<file path="config.mk">
export PLATFORM = sky130hd
export DESIGN_NAME = sdirx_datapath
export DESIGN_NICKNAME = d
export VERILOG_FILES = /design/src/sdirx_datapath.v /design/src/sdirx_delay_line.v
export VERILOG_INCLUDE_DIRS = /design/src /design/src/shared
export SDC_FILE = /design/constraint.sdc
export NUM_CORES = 1
export LEC_CHECK = 0
export ABC_AREA = 1
export BUFFER_PORTS_ARGS = -buffer_cell sky130_fd_sc_hd__buf_2
export CORE_ASPECT_RATIO = 0.6
export CORE_MARGIN = 2
export CORE_UTILIZATION = 35
export DETAILED_ROUTE_END_ITERATION = 8
export GPL_TIMING_DRIVEN = 0
export PLACE_DENSITY = 0.5
export SLEW_MARGIN = 20
export SYNTH_ARGS = -nofsm -noshare
export SYNTH_HDL_FRONTEND = slang
export SYNTH_HIERARCHICAL = 1
export SYNTH_SLANG_ARGS = --single-unit
</file>
<file path="constraint.sdc">
create_clock -name pclk -period 3.7 [get_ports pclk]
set_clock_uncertainty 0.1 [all_clocks]
set_input_delay 0.185 -clock pclk [delete_from_list [all_inputs] [get_ports pclk]]
set_output_delay 0.185 -clock pclk [all_outputs]
set_load 0.01 [all_outputs]
</file>
<file path="src/shared/sdirx_map.vh">
`ifndef SDIRX_MAP_VH
`define SDIRX_MAP_VH

// ================================================================
// Register byte offsets
`define SDIRX_OFS_VIDEO_PROC_CFG 12'h000
`define SDIRX_OFS_FORMAT_CFG 12'h004
`define SDIRX_OFS_AUX_CFG_ZERO 12'h008
`define SDIRX_OFS_STATUS 12'h00c

// ================================================================
// Field positions
`define SDIRX_BIT_DEDITHER 0
`define SDIRX_BIT_VDEDITHER 1
`define SDIRX_FMT_CODE_HI 4
`define SDIRX_BIT_SD_RESTRICT 5
`define SDIRX_BIT_HD_RESTRICT 6
`define SDIRX_DEPTH_HI 2
`define SDIRX_ST_EAV 0
`define SDIRX_ST_SAV 1
`define SDIRX_ST_NSP 2
`define SDIRX_ST_LOCK 3
`define SDIRX_ST_HD 4
`define SDIRX_ST_FMT_LO 8

// ================================================================
// Reset values
`define SDIRX_RST_VIDEO_PROC_CFG 2'h0
`define SDIRX_RST_FORMAT_CFG 7'h00
`define SDIRX_RST_DEPTH 3'h0

// ================================================================
// Word sizes, sync words, depths, format codes
`define SDIRX_SD_BITS 5'h0a
`define SDIRX_HD_BITS 5'h14
`define SDIRX_SYNC_HI 10'h3ff
`define SDIRX_SYNC_LO 10'h000
`define SDIRX_MAX_DEPTH 3'h4
`define SDIRX_SD_HOLD 5'h14
`define SDIRX_AUTO_CODE 5'h00
`define SDIRX_DET_SD_CODE 5'h01
`define SDIRX_DET_HD_CODE 5'h10

`endif

</file>
<file path="src/sdirx_datapath.v">
`include "sdirx_map.vh"

// Contract
// - NRZI to NRZ, then x9+x4+1 descramble
// - Ten-bit SD words, twenty-bit HD words
// - Serial bits enter words LSB first
// - De-dither stage used only when enabled
// - Separate enable for vertical blanking de-dither
// - Both de-dither enables off after reset
// - Sync sequences found and words aligned
// - Aligned words retimed to word clock
// - Sync words 000h to 003h become 000h
// - Sync words 3FCh to 3FFh become 3FFh
// - Clipping follows descramble and de-dither
// - Format detection runs only after lock
// - Detected standard readable in status register
// - Forced format code fixes single format while both restrict bits are clear; a set restrict bit overrides it
// - Restrict bits limit to SD or HD
// - Both restricts clear with format code 00h means automatic detection
// - Output FIFO depth zero to four words
// - EAV, SAV, NEW_SYNC_POSITION_FLAG taken at FIFO input
// - HD luma high ten, chroma low ten
// - SD stream low ten, duplicated high
// - Word clock matches serial rate divided
// - Output word stable between word-clock falls
module sdirx_datapath (
  input wire pclk,
  input wire presetn,
  input wire [11:0] paddr,
  input wire psel,
  input wire penable,
  input wire pwrite,
  input wire [31:0] pwdata,
  output reg [31:0] prdata,
  output wire pready,
  output wire pslverr,
  input wire serial_video_in,
  input wire serial_bit_valid,
  input wire cdr_lock_in,
  output wire [19:0] parallel_video_out,
  output reg word_rate_clock_out,
  output wire rate_sel_hd
);

  // ================================================================
  // Functions
  function is_hd_code;
    input [4:0] code;
    begin
      is_hd_code = code[`SDIRX_FMT_CODE_HI];
    end
  endfunction

  function near_low;
    input [9:0] s;
    begin
      near_low = (s[9:2] == 8'h00);
    end
  endfunction

  function near_high;
    input [9:0] s;
    begin
      near_high = (s[9:2] == 8'hff);
    end
  endfunction

  // ================================================================
  // Registers
  reg lsb_smoothing_undo_on_q;
  reg vblank_smoothing_undo_on_q;
  reg [4:0] forced_code_q;
  reg standard_def_restrict_q;
  reg high_def_restrict_q;
  reg [2:0] depth_q;
  reg eav_q;
  reg sav_q;
  reg new_sync_position_flag_q;
  reg det_hd_q;
  reg [4:0] sd_pend_q;
  reg lk1_q;
  reg lk2_q;
  reg lk3_q;
  reg locked_q;

  wire wr_en;
  wire rd_setup;
  wire mapped;
  wire nsp_set;
  wire nsp_clr;
  wire hd_mode;
  wire [4:0] cur_code;

  assign wr_en = psel & penable & pwrite;
  assign rd_setup = psel & ~penable & ~pwrite;
  assign mapped = (paddr == `SDIRX_OFS_VIDEO_PROC_CFG) | (paddr == `SDIRX_OFS_FORMAT_CFG) |
                  (paddr == `SDIRX_OFS_AUX_CFG_ZERO) | (paddr == `SDIRX_OFS_STATUS);
  assign pready = 1'b1;
  assign pslverr = psel & penable & ~mapped;
  assign nsp_clr = wr_en & (paddr == `SDIRX_OFS_STATUS) & pwdata[`SDIRX_ST_NSP];

  // ================================================================
  // APB slave
  always @(posedge pclk or negedge presetn) begin
    if (!presetn) begin
      lsb_smoothing_undo_on_q <= 1'b0;
      vblank_smoothing_undo_on_q <= 1'b0;
      forced_code_q <= `SDIRX_AUTO_CODE;
      standard_def_restrict_q <= 1'b0;
      high_def_restrict_q <= 1'b0;
      depth_q <= `SDIRX_RST_DEPTH;
    end else if (wr_en) begin
      case (paddr)
        `SDIRX_OFS_VIDEO_PROC_CFG: begin
          lsb_smoothing_undo_on_q <= pwdata[`SDIRX_BIT_DEDITHER];
          vblank_smoothing_undo_on_q <= pwdata[`SDIRX_BIT_VDEDITHER];
        end
        `SDIRX_OFS_FORMAT_CFG: begin
          forced_code_q <= pwdata[`SDIRX_FMT_CODE_HI:0];
          standard_def_restrict_q <= pwdata[`SDIRX_BIT_SD_RESTRICT];
          high_def_restrict_q <= pwdata[`SDIRX_BIT_HD_RESTRICT];
        end
        `SDIRX_OFS_AUX_CFG_ZERO: begin
          depth_q <= pwdata[`SDIRX_DEPTH_HI:0];
        end
        default: begin
          depth_q <= depth_q;
        end
      endcase
    end
  end

  always @(posedge pclk or negedge presetn) begin
    if (!presetn) begin
      prdata <= 32'h00000000;
    end else if (rd_setup) begin
      case (paddr)
        `SDIRX_OFS_VIDEO_PROC_CFG:
          prdata <= {30'h00000000, vblank_smoothing_undo_on_q, lsb_smoothing_undo_on_q};
        `SDIRX_OFS_FORMAT_CFG:
          prdata <= {25'h0000000, high_def_restrict_q, standard_def_restrict_q, forced_code_q};
        `SDIRX_OFS_AUX_CFG_ZERO:
          prdata <= {29'h00000000, depth_q};
        `SDIRX_OFS_STATUS:
          prdata <= {19'h00000, cur_code, 3'h0, hd_mode, locked_q,
                     new_sync_position_flag_q, sav_q, eav_q};
        default:
          prdata <= 32'h00000000;
      endcase
    end
  end

  // ================================================================
  // Lock input synchroniser
  always @(posedge pclk or negedge presetn) begin
    if (!presetn) begin
      lk1_q <= 1'b0;
      lk2_q <= 1'b0;
      lk3_q <= 1'b0;
      locked_q <= 1'b0;
    end else begin
      lk1_q <= cdr_lock_in;
      lk2_q <= lk1_q;
      lk3_q <= lk2_q;
      if (lk2_q == lk3_q) begin
        locked_q <= lk3_q;
      end
    end
  end

  // ================================================================
  // Format selection
  assign hd_mode = standard_def_restrict_q ? 1'b0 :
                   high_def_restrict_q ? 1'b1 :
                   (forced_code_q != `SDIRX_AUTO_CODE) ? is_hd_code(forced_code_q) :
                   det_hd_q;
  assign cur_code = (forced_code_q != `SDIRX_AUTO_CODE) ? forced_code_q :
                    (hd_mode ? `SDIRX_DET_HD_CODE : `SDIRX_DET_SD_CODE);
  assign rate_sel_hd = hd_mode;

  // ================================================================
  // Serial decode
  reg nrzi_prev_q;
  reg [8:0] scr_q;
  reg [59:0] hist_q;
  reg [4:0] bit_cnt_q;
  wire nrz;
  wire dsc;
  wire [59:0] hist_d;
  wire sd_match;
  wire hd_match;
  wire trs_hit;
  wire [4:0] wlen;
  wire word_end;
  wire [4:0] bit_cnt_d;

  assign nrz = serial_video_in ^ nrzi_prev_q;
  assign dsc = nrz ^ scr_q[3] ^ scr_q[8];
  assign hist_d = {dsc, hist_q[59:1]};
  assign sd_match = hist_d[59:30] == {`SDIRX_SYNC_LO, `SDIRX_SYNC_LO, `SDIRX_SYNC_HI};
  assign hd_match = hist_d == {`SDIRX_SYNC_LO, `SDIRX_SYNC_LO, `SDIRX_SYNC_LO,
                               `SDIRX_SYNC_LO, `SDIRX_SYNC_HI, `SDIRX_SYNC_HI};
  assign trs_hit = hd_mode ? hd_match : sd_match;
  assign wlen = hd_mode ? `SDIRX_HD_BITS : `SDIRX_SD_BITS;
  assign word_end = serial_bit_valid & ((bit_cnt_q >= wlen - 5'h01) | trs_hit);
  assign bit_cnt_d = word_end ? 5'h00 : bit_cnt_q + 5'h01;
  assign nsp_set = word_end & trs_hit & (bit_cnt_q != wlen - 5'h01);

  always @(posedge pclk or negedge presetn) begin
    if (!presetn) begin
      nrzi_prev_q <= 1'b0;
      scr_q <= 9'h000;
      hist_q <= 60'h000000000000000;
      bit_cnt_q <= 5'h00;
      word_rate_clock_out <= 1'b0;
      det_hd_q <= 1'b0;
      sd_pend_q <= 5'h00;
    end else if (serial_bit_valid) begin
      nrzi_prev_q <= serial_video_in;
      scr_q <= {scr_q[7:0], nrz};
      hist_q <= hist_d;
      bit_cnt_q <= bit_cnt_d;
      word_rate_clock_out <= (bit_cnt_d >= {1'b0, wlen[4:1]});
      if (locked_q) begin
        if (hd_match) begin
          det_hd_q <= 1'b1;
          sd_pend_q <= 5'h00;
        end else if (sd_match) begin
          sd_pend_q <= `SDIRX_SD_HOLD;
        end else if (sd_pend_q != 5'h00) begin
          sd_pend_q <= sd_pend_q - 5'h01;
          if (sd_pend_q == 5'h01) begin
            det_hd_q <= 1'b0;
          end
        end
      end
    end
  end

  // ================================================================
  // Word assembly and de-dither
  reg vblank_q;
  reg xyz_next_q;
  wire [19:0] raw_word;
  wire [19:0] dd_word;
  wire dd_apply;

  assign raw_word = hd_mode ? hist_d[59:40] : {10'h000, hist_d[59:50]};
  assign dd_apply = lsb_smoothing_undo_on_q & (~vblank_q | vblank_smoothing_undo_on_q);

  genvar ln;
  generate
    for (ln = 0; ln < 2; ln = ln + 1) begin : g_dd
      assign dd_word[ln*10+9:ln*10] = dd_apply ?
        {raw_word[ln*10+9:ln*10+1], 1'b0} : raw_word[ln*10+9:ln*10];
    end
  endgenerate

  // ================================================================
  // Sync clipping pipeline
  reg [19:0] s0_q;
  reg [19:0] s1_q;
  reg [19:0] s2_q;
  reg [2:0] trs_q;
  reg [2:0] xyz_q;
  reg [2:0] nsp_q;
  reg [19:0] fin_q;
  reg fin_xyz_q;
  reg fin_nsp_q;
  wire det;
  wire [19:0] clipped;
  wire [19:0] fin_d;

  assign det = near_high(s1_q[9:0]) & near_low(s0_q[9:0]) & near_low(dd_word[9:0]);

  generate
    for (ln = 0; ln < 2; ln = ln + 1) begin : g_clip
      assign clipped[ln*10+9:ln*10] =
        near_low(s2_q[ln*10+9:ln*10]) ? `SDIRX_SYNC_LO :
        near_high(s2_q[ln*10+9:ln*10]) ? `SDIRX_SYNC_HI :
        s2_q[ln*10+9:ln*10];
    end
  endgenerate

  assign fin_d = trs_q[2] ? clipped : s2_q;

  always @(posedge pclk or negedge presetn) begin
    if (!presetn) begin
      s0_q <= 20'h00000;
      s1_q <= 20'h00000;
      s2_q <= 20'h00000;
      trs_q <= 3'h0;
      xyz_q <= 3'h0;
      nsp_q <= 3'h0;
      fin_q <= 20'h00000;
      fin_xyz_q <= 1'b0;
      fin_nsp_q <= 1'b0;
      xyz_next_q <= 1'b0;
      vblank_q <= 1'b0;
    end else if (word_end) begin
      s0_q <= dd_word;
      s1_q <= s0_q;
      s2_q <= s1_q;
      trs_q <= det ? 3'h7 : {trs_q[1:0], 1'b0};
      xyz_q <= {xyz_q[1:0], xyz_next_q};
      nsp_q <= {nsp_q[1:0], nsp_set};
      xyz_next_q <= det;
      if (xyz_next_q) begin
        vblank_q <= dd_word[7];
      end
      fin_q <= hd_mode ? fin_d : {fin_d[9:0], fin_d[9:0]};
      fin_xyz_q <= xyz_q[2];
      fin_nsp_q <= nsp_q[2];
    end
  end

  // ================================================================
  // Status taken at FIFO input stage
  always @(posedge pclk or negedge presetn) begin
    if (!presetn) begin
      eav_q <= 1'b0;
      sav_q <= 1'b0;
      new_sync_position_flag_q <= 1'b0;
    end else begin
      if (fin_xyz_q) begin
        eav_q <= fin_q[6];
        sav_q <= ~fin_q[6];
      end
      if (fin_nsp_q) begin
        new_sync_position_flag_q <= 1'b1;
      end else if (nsp_clr) begin
        new_sync_position_flag_q <= 1'b0;
      end
    end
  end

  // ================================================================
  // Output video FIFO
  sdirx_delay_line u_delay (
    .pclk(pclk),
    .presetn(presetn),
    .shift(word_end),
    .depth(depth_q),
    .din(fin_q),
    .dout(parallel_video_out)
  );

endmodule

</file>
<file path="src/sdirx_delay_line.v">
`include "sdirx_map.vh"

// ================================================================
// Variable-depth word delay with registered output
module sdirx_delay_line (
  input wire pclk,
  input wire presetn,
  input wire shift,
  input wire [2:0] depth,
  input wire [19:0] din,
  output reg [19:0] dout
);

  reg [19:0] stage_q [0:3];
  wire [2:0] depth_eff;

  // Out-of-range depths act as the deepest setting
  assign depth_eff = (depth > `SDIRX_MAX_DEPTH) ? `SDIRX_MAX_DEPTH : depth;

  genvar g;
  generate
    for (g = 0; g < 4; g = g + 1) begin : g_stage
      always @(posedge pclk or negedge presetn) begin
        if (!presetn) begin
          stage_q[g] <= 20'h00000;
        end else if (shift) begin
          stage_q[g] <= (g == 0) ? din : stage_q[(g == 0) ? 0 : g - 1];
        end
      end
    end
  endgenerate

  // Tap chosen by depth field
  always @(posedge pclk or negedge presetn) begin
    if (!presetn) begin
      dout <= 20'h00000;
    end else if (shift) begin
      case (depth_eff)
        3'h0: dout <= din;
        3'h1: dout <= stage_q[0];
        3'h2: dout <= stage_q[1];
        3'h3: dout <= stage_q[2];
        default: dout <= stage_q[3];
      endcase
    end
  end

endmodule

</file>
== Word-level counts from Yosys, hierarchy flattened ==
Cells that the tools add are included.

* Flip-flop bits (word level): 326
* Bits in latches: 0
* Bits in writable memories: 0
* Bits in read-only memories: 0
* Input port bits: 52
* Word-level logic and storage cells: 132
* Memories kept: 0

* $add $sub $neg: 3
* $mul: 0
* Div/mod/pow operators: 0
* Magnitude comparators: 3
* Eq/ne operators: 15
* Shift-type cells: 0
* Muxes and demuxes: 30
* Bitwise operators: 26
* Reduce and logical (&&, ||, !) cells: 18

{| class="wikitable"
|+ Operators by type and width
! kind !! count
|-
| $pmux W20 S4 || 1
|-
| $eq A60 B20 Y1 const B || 1
|-
| $mux W20 || 3
|-
| $pmux W13 S4 || 1
|-
| $mux W10 || 4
|-
| $mux W5 || 7
|-
| $logic_not A8 Y1 || 4
|-
| $eq A30 B10 Y1 const B || 1
|-
| $eq A12 B4 Y1 const B || 2
|-
| $eq A8 B8 Y1 const B || 3
|-
| $and A1 B1 Y1 || 13
|-
| $eq A12 B3 Y1 const B || 1
|-
| $logic_not A12 Y1 || 1
|-
| $mux W1 || 12
|-
| $reduce_bool A5 Y1 || 2
|-
| $sub A5 B1 Y5 const B || 2
|-
| $reduce_and A2 Y1 || 4
|-
| $eq A3 B2 Y1 const B || 2
|-
| $mux W3 || 2
|-
| $reduce_bool A2 Y1 || 3
|-
| $add A5 B1 Y5 const B || 1
|-
| $eq A5 B1 Y1 const B || 1
|-
| $ge A5 B4 Y1 || 1
|-
| $ge A5 B5 Y1 || 1
|-
| 12 further kinds || 22
|}

== Longest topological paths before layout ==
Gate-level depths: netlist of run 1.

* Depth in word-level cells: 11
* Mapped depth: 22
* Gate-level depth less buffers: 19

== Cells and area by module ==
Netlist of run 1, hierarchy kept.

{| class="wikitable"
|+ Modules (own cells, without submodules)
! module !! instances !! cells an instance !! area each (µm²)
|-
| sdirx_datapath || 1 || 1119 || 9293.9
|-
| sdirx_delay_line || 1 || 563 || 4544.4
|}

== Least setup slack after synthesis of run 1 ==
OpenSTA, ideal clock, no wires.

* Path kind: register to register
* From: register forced_code_q[0]
* To: register word_rate_clock_out
* Setup time: 0.126 ns
* Arrival time: 3.231 ns
* Slack: 0.243 ns
* Stages on the path, launching flop included: 22
* Path buffers: 3
* Path through: dfrtp_1 nor2_1 nand4_1 nand2_2 nand2_1 inv_1 buf_2 buf_2 ha_1 nand2_1 a21oi_1 a211oi_1 nand3_2 nand2_4 buf_6 nand2_1 ha_1 o21ai_0 nand2_1 a21o_1 a211oi_1 a21oi_1

* Cells in the longest elaborated chain, start to end: 11
* Elaborated cells between the ends (all ways): 12
* Classes of those cells: add/sub: 1; order compare: 2; mux: 6; bitwise: 2; reduce/logical: 1

{| class="wikitable"
|+ RTL lines
! item !! line !! source
|-
| from (decl) || sdirx_datapath.v:72 || <nowiki>reg [4:0] forced_code_q;</nowiki>
|-
| from (signal assigned) || sdirx_datapath.v:108 || <nowiki>forced_code_q <= `SDIRX_AUTO_CODE;</nowiki>
|-
| from (signal assigned) || sdirx_datapath.v:119 || <nowiki>forced_code_q <= pwdata[`SDIRX_FMT_CODE_HI:0];</nowiki>
|-
| $reduce_bool A5 Y1 (no source line) * || -- ||
|-
| $mux W1 * || sdirx_datapath.v:175 || <nowiki>(forced_code_q != `SDIRX_AUTO_CODE) ? is_hd_code(forced_code_q) :</nowiki>
|-
| $mux W1 * || sdirx_datapath.v:174 || <nowiki>high_def_restrict_q ? 1'b1 :</nowiki>
|-
| $mux W1 * || sdirx_datapath.v:173 || <nowiki>assign hd_mode = standard_def_restrict_q ? 1'b0 :</nowiki>
|-
| named net rate_sel_hd || sdirx_datapath.v:42 || <nowiki>output wire rate_sel_hd</nowiki>
|-
| $mux W5 (no source line) || -- ||
|-
| $sub A5 B1 Y5 || sdirx_datapath.v:205 || <nowiki>assign word_end = serial_bit_valid & ((bit_cnt_q >= wlen - 5'h01) | trs_hit);</nowiki>
|-
| $ge A5 B5 Y1 || sdirx_datapath.v:205 ||
|-
| $or A1 B1 Y1 || sdirx_datapath.v:205 ||
|-
| $and A1 B1 Y1 || sdirx_datapath.v:205 ||
|-
| $mux W5 || sdirx_datapath.v:206 || <nowiki>assign bit_cnt_d = word_end ? 5'h00 : bit_cnt_q + 5'h01;</nowiki>
|-
| $ge A5 B4 Y1 * || sdirx_datapath.v:223 || <nowiki>word_rate_clock_out <= (bit_cnt_d >= {1'b0, wlen[4:1]});</nowiki>
|-
| to (signal assigned) || sdirx_datapath.v:223 ||
|-
| to (decl) || sdirx_datapath.v:41 || <nowiki>output reg word_rate_clock_out,</nowiki>
|}

Mark *: on every way through the listed nets, which the timed path passes. The rest lies on a longest branch.
A chain may end at the register's enable or synchronous reset.

== Final worst setup path of run 1 ==
* From: register forced_code_q[2]
* To: register word_rate_clock_out

* Cells in the longest elaborated chain, start to end: 11
* Elaborated cells between the ends (all ways): 12
* Classes of those cells: add/sub: 1; order compare: 2; mux: 6; bitwise: 2; reduce/logical: 1

{| class="wikitable"
|+ RTL lines
! item !! line
|-
| $reduce_bool A5 Y1 (no source line) * || --
|-
| $mux W1 * || sdirx_datapath.v:175
|-
| $mux W1 * || sdirx_datapath.v:174
|-
| $mux W1 * || sdirx_datapath.v:173
|-
| $mux W5 (no source line) || --
|-
| $sub A5 B1 Y5 || sdirx_datapath.v:205
|-
| $ge A5 B5 Y1 || sdirx_datapath.v:205
|-
| $or A1 B1 Y1 || sdirx_datapath.v:205
|-
| $and A1 B1 Y1 || sdirx_datapath.v:205
|-
| $mux W5 || sdirx_datapath.v:206
|-
| $ge A5 B4 Y1 * || sdirx_datapath.v:223
|}

Mark *: on every way between the ends. The rest lies on a longest branch, timed or not.

==> results.yml, run 1 <==
run_status:
  status: "finished clean"
critical_path:
  slowest_stage: "dfrtp_1"
  cp_max_fo: 12
  cp_top_family: "simple AND/OR/NAND/NOR gates"
  endpoint_kind: "flop"
  worst-setup-path-type: "reg2reg"
  worst-endpoint-required_ps: 4050
  slowest_delay_ps: 400
  cp_num_buf_inv: 2
  critPathLaunchType: "flop"
  crit_top_cell: "nand2_1"
  arrival_ps: 3800
  crit_chain: "nor2_2 -> nand4_1 -> nand2_2 -> nand2_4 -> buf_12 -> ha_1 -> nand2_1 -> a21oi_1 -> a211oi_2 -> nand3_2 -> nand2_4 -> buf_12 -> nand2_1 -> ha_1 -> o21ai_1 -> nand2_1 -> a21o_1 -> a211oi_1 -> a21oi_1"
timing:
  drv_slew: 0
  rsz0062_at_grt: "no"
  worstMarginPinSlew_ps: 753.3
  fmax_mhz: 289.4
  relSlewSlack_pct: 49.40
  finalHoldViolCount: 0
  setup_tns_ps: 0
  setup-violations-final: 0
  min_period_ps: 3456
  fin_crit_sh_pct: 93.40
floorplanning:
  pin_count: 108
  die_height_um: 158.0
  core_um2: 39030
  die_w_um: 260.7
  dieArea_um2: 41200
  initial_core_util_pct: 35.46
  fp-row-count: 56
logic_synthesis:
  yosysSeqAreaShare_pct: 54.97
  yosysUniqueCellTypes: 41
  yosysTopAreaCell: "dfrtp_1"
  synthArstFlopShare_pct: 100.0
  synth_common_cells: "nand2_1 (615), dfrtp_1 (304), o21ai_0 (173), inv_1 (137), nand3_1 (116)"
  ys_warn_count: 6
  synth_cells: 1682
  avgSynthCellArea_um2: 8.227
  syn_area_um2: 13840
  ys.flop_type: "dfrtp_1"
  synth-edff-count: 0
  synth-seq-cells: 304
  yosys-top-cells-area: "dfrtp_1 (55%), nand2_1 (17%), o21ai_0 (6.3%)"
  synth.most_common_cell: "nand2_1"
  synth.top_cell.area_share_pct: 54.97
clocking:
  cts_max_path_buffers: 3
  clk_latency_ps: 590
  h-tree-depth: 1
  cts_tree: "done"
  cts-buffers-inserted: 31
  path_clk_slew_ps: 60
  cts_root_buf: "clkbuf_16"
  cts.sinks: 304
run:
  maxCapViolCount: 0
place:
  hpwl_mm: 29.09
  place_congestion: 0.8653
  numPortBuffers: 60
  dp.cells: 2286
route:
  viasPerCell: 4.873
  routed_wirelength_mm: 40.03
  firstDrtPassIters: 5
  drtIter0Drc: 1055
  drcViolationCount: 0
  ant_nets: 0
  num_vias: 11563
  avgRoutedWirePerCell_um: 16.87
cells_and_area:
  diodes: 0
  layout.nets: 1889
  syn_to_final_growth_pct: 18.80
  drive_gt1_share_pct: 12.05
  fillerInstances: 3966
  multi_input_area_um2: 5239
  seqCellArea_um2: 7607
  final_cells: 2373
  post-route-util_pct: 42.12
min_path:
  min_path_type: "in2reg"
grt:
  first_global_vias: 10813
  track_usage_pct: 19.84
  antenna_found_initial: 0
  grt_first_pass_wirelength_mm: 63.49
  grt_max_degree: 92
  overflow: 0
pwr:
  power_density_nw_per_um2: 711.5
  p_total_w: 0.01170
  ir_drop_v: 0.0003049
  p_leak_nw: 8.361
==> layout by cell type, fill, tap and decap left out, types with 3 or more instances in the layout <==
cell	Yosys	routed
nand2_1	615	614
dfrtp_1	304	304
o21ai_0	173	172
inv_1	137	136
nand3_1	116	116
buf_2	27	83
nor2_1	53	51
o21ai_1	45	46
buf_4	26	35
clkbuf_16	0	32
clkbuf_1	34	26
nand4_1	26	26
o21bai_1	21	21
conb_1	2	21
dlygate4sd3_1	0	21
nor3_1	16	16
clkbuf_8	0	14
a21oi_1	12	12
ha_1	11	11
buf_1	10	10
clkbuf_2	0	8
o21ai_2	6	6
clkinv_2	0	6
nor4_1	5	5
mux2_2	4	4
nor2_2	2	4
buf_6	5	4
xor2_1	3	3
nand3b_1	3	3
nand2_2	3	3
buf_12	0	3
xnor2_1	3	3
o22ai_1	3	3
inv_6	0	3
bufinv_16	0	3
buf_16	0	3
==> per-layer routing <==
metal	track usage (%)	wire length, µm	up-vias
met4	3.238	516	0
met1	34.11	22130	5533
met5	0	0	-
met2	24.64	14480	349
li1	-	-	5643
met3	3.794	2907	38
==> through the flow <==
stage | area (µm²) | hold WS (ps) | setup WS, ps
detailed placement | 14960 | -0.3498 | -1132
CTS | 16380 | 62.51 | 12.17
global placement | 14860 | 196.8 | -3712
floorplan | 13910 | -210.6 | 243.0
finish | 16440 | 74.35 | 244.2
global route | 16440 | 127.0 | 3.671
==> layout make-up <==
type	count	share of cell area (%)
clock inverter	12	0.8905
timing repair buffer	95	4.262
sequential	304	46.27
multi-input combinational	1154	31.87
tap	522	3.973
inverter	141	3.250
buffer	99	3.570
clock buffer	46	5.914
==> registers in the layout, summed over array words and instances, names as in the netlist, 5 cells and up <==
signal	cells
prdata	12
u_delay/stage_q	80
s1_q	20
fin_q	20
forced_code_q	5
hist_q	59
scr_q	9
u_delay/dout	20
s0_q	20
bit_cnt_q	5
sd_pend_q	5
s2_q	20
==> final timing paths <==
check / startpoint / end / slack [ps] / depth (start not counted)
worst max-delay path: forced_code_q[2] / word_rate_clock_out / 240 / 19
worst max register to register: forced_code_q[2] / word_rate_clock_out / 240 / 19
min in group asynchronous: presetn / s0_q[13] / 480 / 3
worst min register to register: lk1_q / lk2_q / 250 / 0
max in group asynchronous: presetn / u_delay/dout[18] / 1880 / 5
worst min-delay path: paddr[8] / prdata[10] / 70 / 6
==> worst register-to-register path, delay by kind of cell, from the launching register on <==
kind,cells,cell delay [ps]
simple gates,9,990
fa+ha+maj,2,610
compound gates,6,940
buf+inv,2,300
flops,1,400
==> where the power goes <==
group,total (W),internal (W),switching [W],leakage [nW]
logic,0.00318,0.00111,0.00207,3.76
clock network,0.00341,0.00202,0.00139,0.563
registers,0.00510,0.00437,0.000735,4.03
==> cell families (layout without fill, tap and decap cells) <==
family	count (synthesis)	in the layout	synth area share [%]
other cells	2	21	0.05427
mux	4	4	0.3255
simple gates	847	847	25.20
fa+ha+maj	12	12	1.067
buf+inv	243	393	7.812
flops	304	304	54.97
compound gates	264	264	10.19
xor+xnor	6	6	0.3798
==> timing repair <==
action,CTS,global route
gates resized for setup,18,13
hold buffers,22,0
endpoints found under the setup margin,197,101
pin swaps,3,4
gates cloned,0,1
buffers inserted,6,3
endpoints found under the hold margin,262,0
(Power assumes the default switching activity.)
==> run 2: changes to the inputs <==
--- a/config.mk
+++ b/config.mk
@@ -14,6 +14,7 @@
 export DETAILED_ROUTE_END_ITERATION = 8
 export GPL_TIMING_DRIVEN = 0
 export PLACE_DENSITY = 0.5
+export REMOVE_ABC_BUFFERS = 1
 export SLEW_MARGIN = 20
 export SYNTH_ARGS = -nofsm -noshare
 export SYNTH_HDL_FRONTEND = slang
==> results.yml, run 2 (same netlist as run 1, synthesis figures left out) <==
run_status:
  status: "finished clean"
cells_and_area:
  largest-register: "u_delay/stage_q"
  fillerInstances: 3956
  mostFrequentLayoutCell: "nand2_1"
  syn_to_final_growth_pct: 14.96
  largest_reg_flops: 80
  final_cells: 2279
  final_area_um2: 15910
  drive_gt1_share_pct: 9.277
  final_cell_mix: "nand2_1 (614), dfrtp_1 (302), o21ai_0 (172), inv_1 (135), nand3_1 (116)"
  reg_top3: "u_delay/stage_q (80), hist_q (59)"
  multi_input_area_um2: 5324
  layout.nets: 1800
  seqCellArea_um2: 7610
  diodes: 0
grt:
  grt_first_pass_wirelength_mm: 55.64
  first_global_vias: 10064
  antenna_found_initial: 0
  grt_max_degree: 138
  overflow: 0
  track_usage_pct: 16.83
floorplanning:
  initial_core_util_pct: 35.46
  pin_count: 108
  core_um2: 39030
  fp-row-count: 56
  die_height_um: 158.0
  dieArea_um2: 41200
  die_w_um: 260.7
run:
  maxCapViolCount: 0
critical_path:
  worstReg2RegStart: "forced_code_q[3]"
  worst-r2r-cell-count: 19
  endpoint_kind: "flop"
  r2r_end: "word_rate_clock_out"
  critPathLaunchType: "flop"
  arrival_ps: 3860
  cp_max_fo: 5
  r2r_slack_ps: 180
  worst-setup-path-type: "reg2reg"
  worst-endpoint-required_ps: 4050
timing:
  rsz0062_at_grt: "yes"
  min_period_ps: 3518
  drv_slew: 0
  fmax_mhz: 284.2
  fin_crit_sh_pct: 95.09
  worstMarginPinSlew_ps: 860.0
  setup-violations-final: 0
  finalHoldViolCount: 0
  layout_setup_ws_ps: 181.7
  relSlewSlack_pct: 42.67
place:
  placed_area_um2: 14550
  place_congestion: 0.7718
  hpwl_mm: 20.70
  place_ws_ps: -2183
  dp.cells: 2189
  numPortBuffers: 61
route:
  firstDrtPassIters: 5
  ant_nets: 0
  avgRoutedWirePerCell_um: 14.96
  drtIter0Drc: 1005
  drcViolationCount: 0
  num_vias: 10869
  viasPerCell: 4.769
  routed_wirelength_mm: 34.09
pwr:
  pwr-share-clk_pct: 27.1
  p_total_w: 0.01105
  ir_drop_v: 0.0003073
  p_leak_nw: 7.999
  p_seq_share_pct: 45.8
  p_int_w: 0.007114
  swShare_pct: 35.60
  power_density_nw_per_um2: 694.5
  combPwrFrac_pct: 27.1
  switchingPower_w: 0.003934
clocking:
  h-tree-depth: 1
  cts-buffers-inserted: 31
  cts_tree: "done"
  clk_latency_ps: 570
  cts.sinks: 304
  cts_max_path_buffers: 3
  path_clk_slew_ps: 60
  cts_root_buf: "clkbuf_16"
min_path:
  min_path_type: "in2async"
run 2: cell count changes in the layout (fill, tap and decap cells not counted), moves of 6 or more:
cell      before  now
buf_4         35   12
clkbuf_2       8    0
buf_2         83   59
clkbuf_8      14    8
clkbuf_1      26    8
buf_1         10    0
run 2: through the flow:
| step | TNS, ps | utilization [%] | hold slack, ps |
|---|---|---|---|
| floorplan | -225200 | - | -210.6 |
| global placement | -1951200 | 36.68 | 198.0 |
| detailed placement | -307570 | 37.27 | 73.65 |
| CTS | 0 | 40.75 | 48.76 |
| global route | -390.8 | 40.76 | 62.65 |
| finish | 0 | 40.76 | 32.67 |
run 2: worst max path at each step:
stage / startpoint / to
after floorplan: forced_code_q[2] / u_delay/stage_q[10]
after global placement: forced_code_q[2] / u_delay/stage_q[48]
after detailed placement: forced_code_q[3] / u_delay/stage_q[40]
after CTS: forced_code_q[3] / word_rate_clock_out
after global routing: forced_code_q[3] / u_delay/stage_q[46]
final: forced_code_q[3] / word_rate_clock_out
run 2: per-layer routing:
metal	vias up	wire (µm)	global-route usage, %
met1	5161	18880	28.11
met2	213	12780	21.94
li1	5457	-	-
met4	0	542	2.912
met5	-	0	0
met3	38	1885	3.090
run 2: final cells by class:
| class | count | area share, % |
|---|---|---|
| inverters | 141 | 3.531 |
| multi-input cells | 1158 | 33.46 |
| well taps | 522 | 4.105 |
| repair inverters | 1 | 0.03146 |
| flip-flops and latches | 304 | 47.83 |
| clock buffers | 47 | 5.757 |
| repair buffers | 100 | 5.065 |
| clock inverters | 6 | 0.2123 |
run 2: critical path: stages (launching register included):
cell        delay, ps
dfrtp_1           400
nor2_1            160
nand4_1           160
nand2_4           140
nand2_8            70
clkinvlp_4         60
buf_4             150
ha_1              240
nand2_1            80
a21oi_1            50
a211oi_2          320
nand3_4           160
nand2_8           160
nand2_1           100
ha_1              300
o21ai_1           140
nand2_1            80
a21o_1            170
a211oi_2          230
a21oi_1           110
run 2: power groups by stage:
stage               Sequential (W)  Clock (W)  Combinational (W)
floorplan                  0.00496          0            0.00193
global placement           0.00508          0            0.00274
detailed placement         0.00510          0            0.00284
CTS                        0.00505    0.00310            0.00302
global route               0.00520    0.00325            0.00349
finish                     0.00506    0.00299            0.00300
run 2: repair_timing:
item,4_1_cts,5_1_grt
gates cloned,5,0
resized for setup,11,3
hold endpoints to repair,343,0
hold buffers,20,0
buffers inserted,12,0
setup endpoints to repair,198,55
pin swaps,5,2
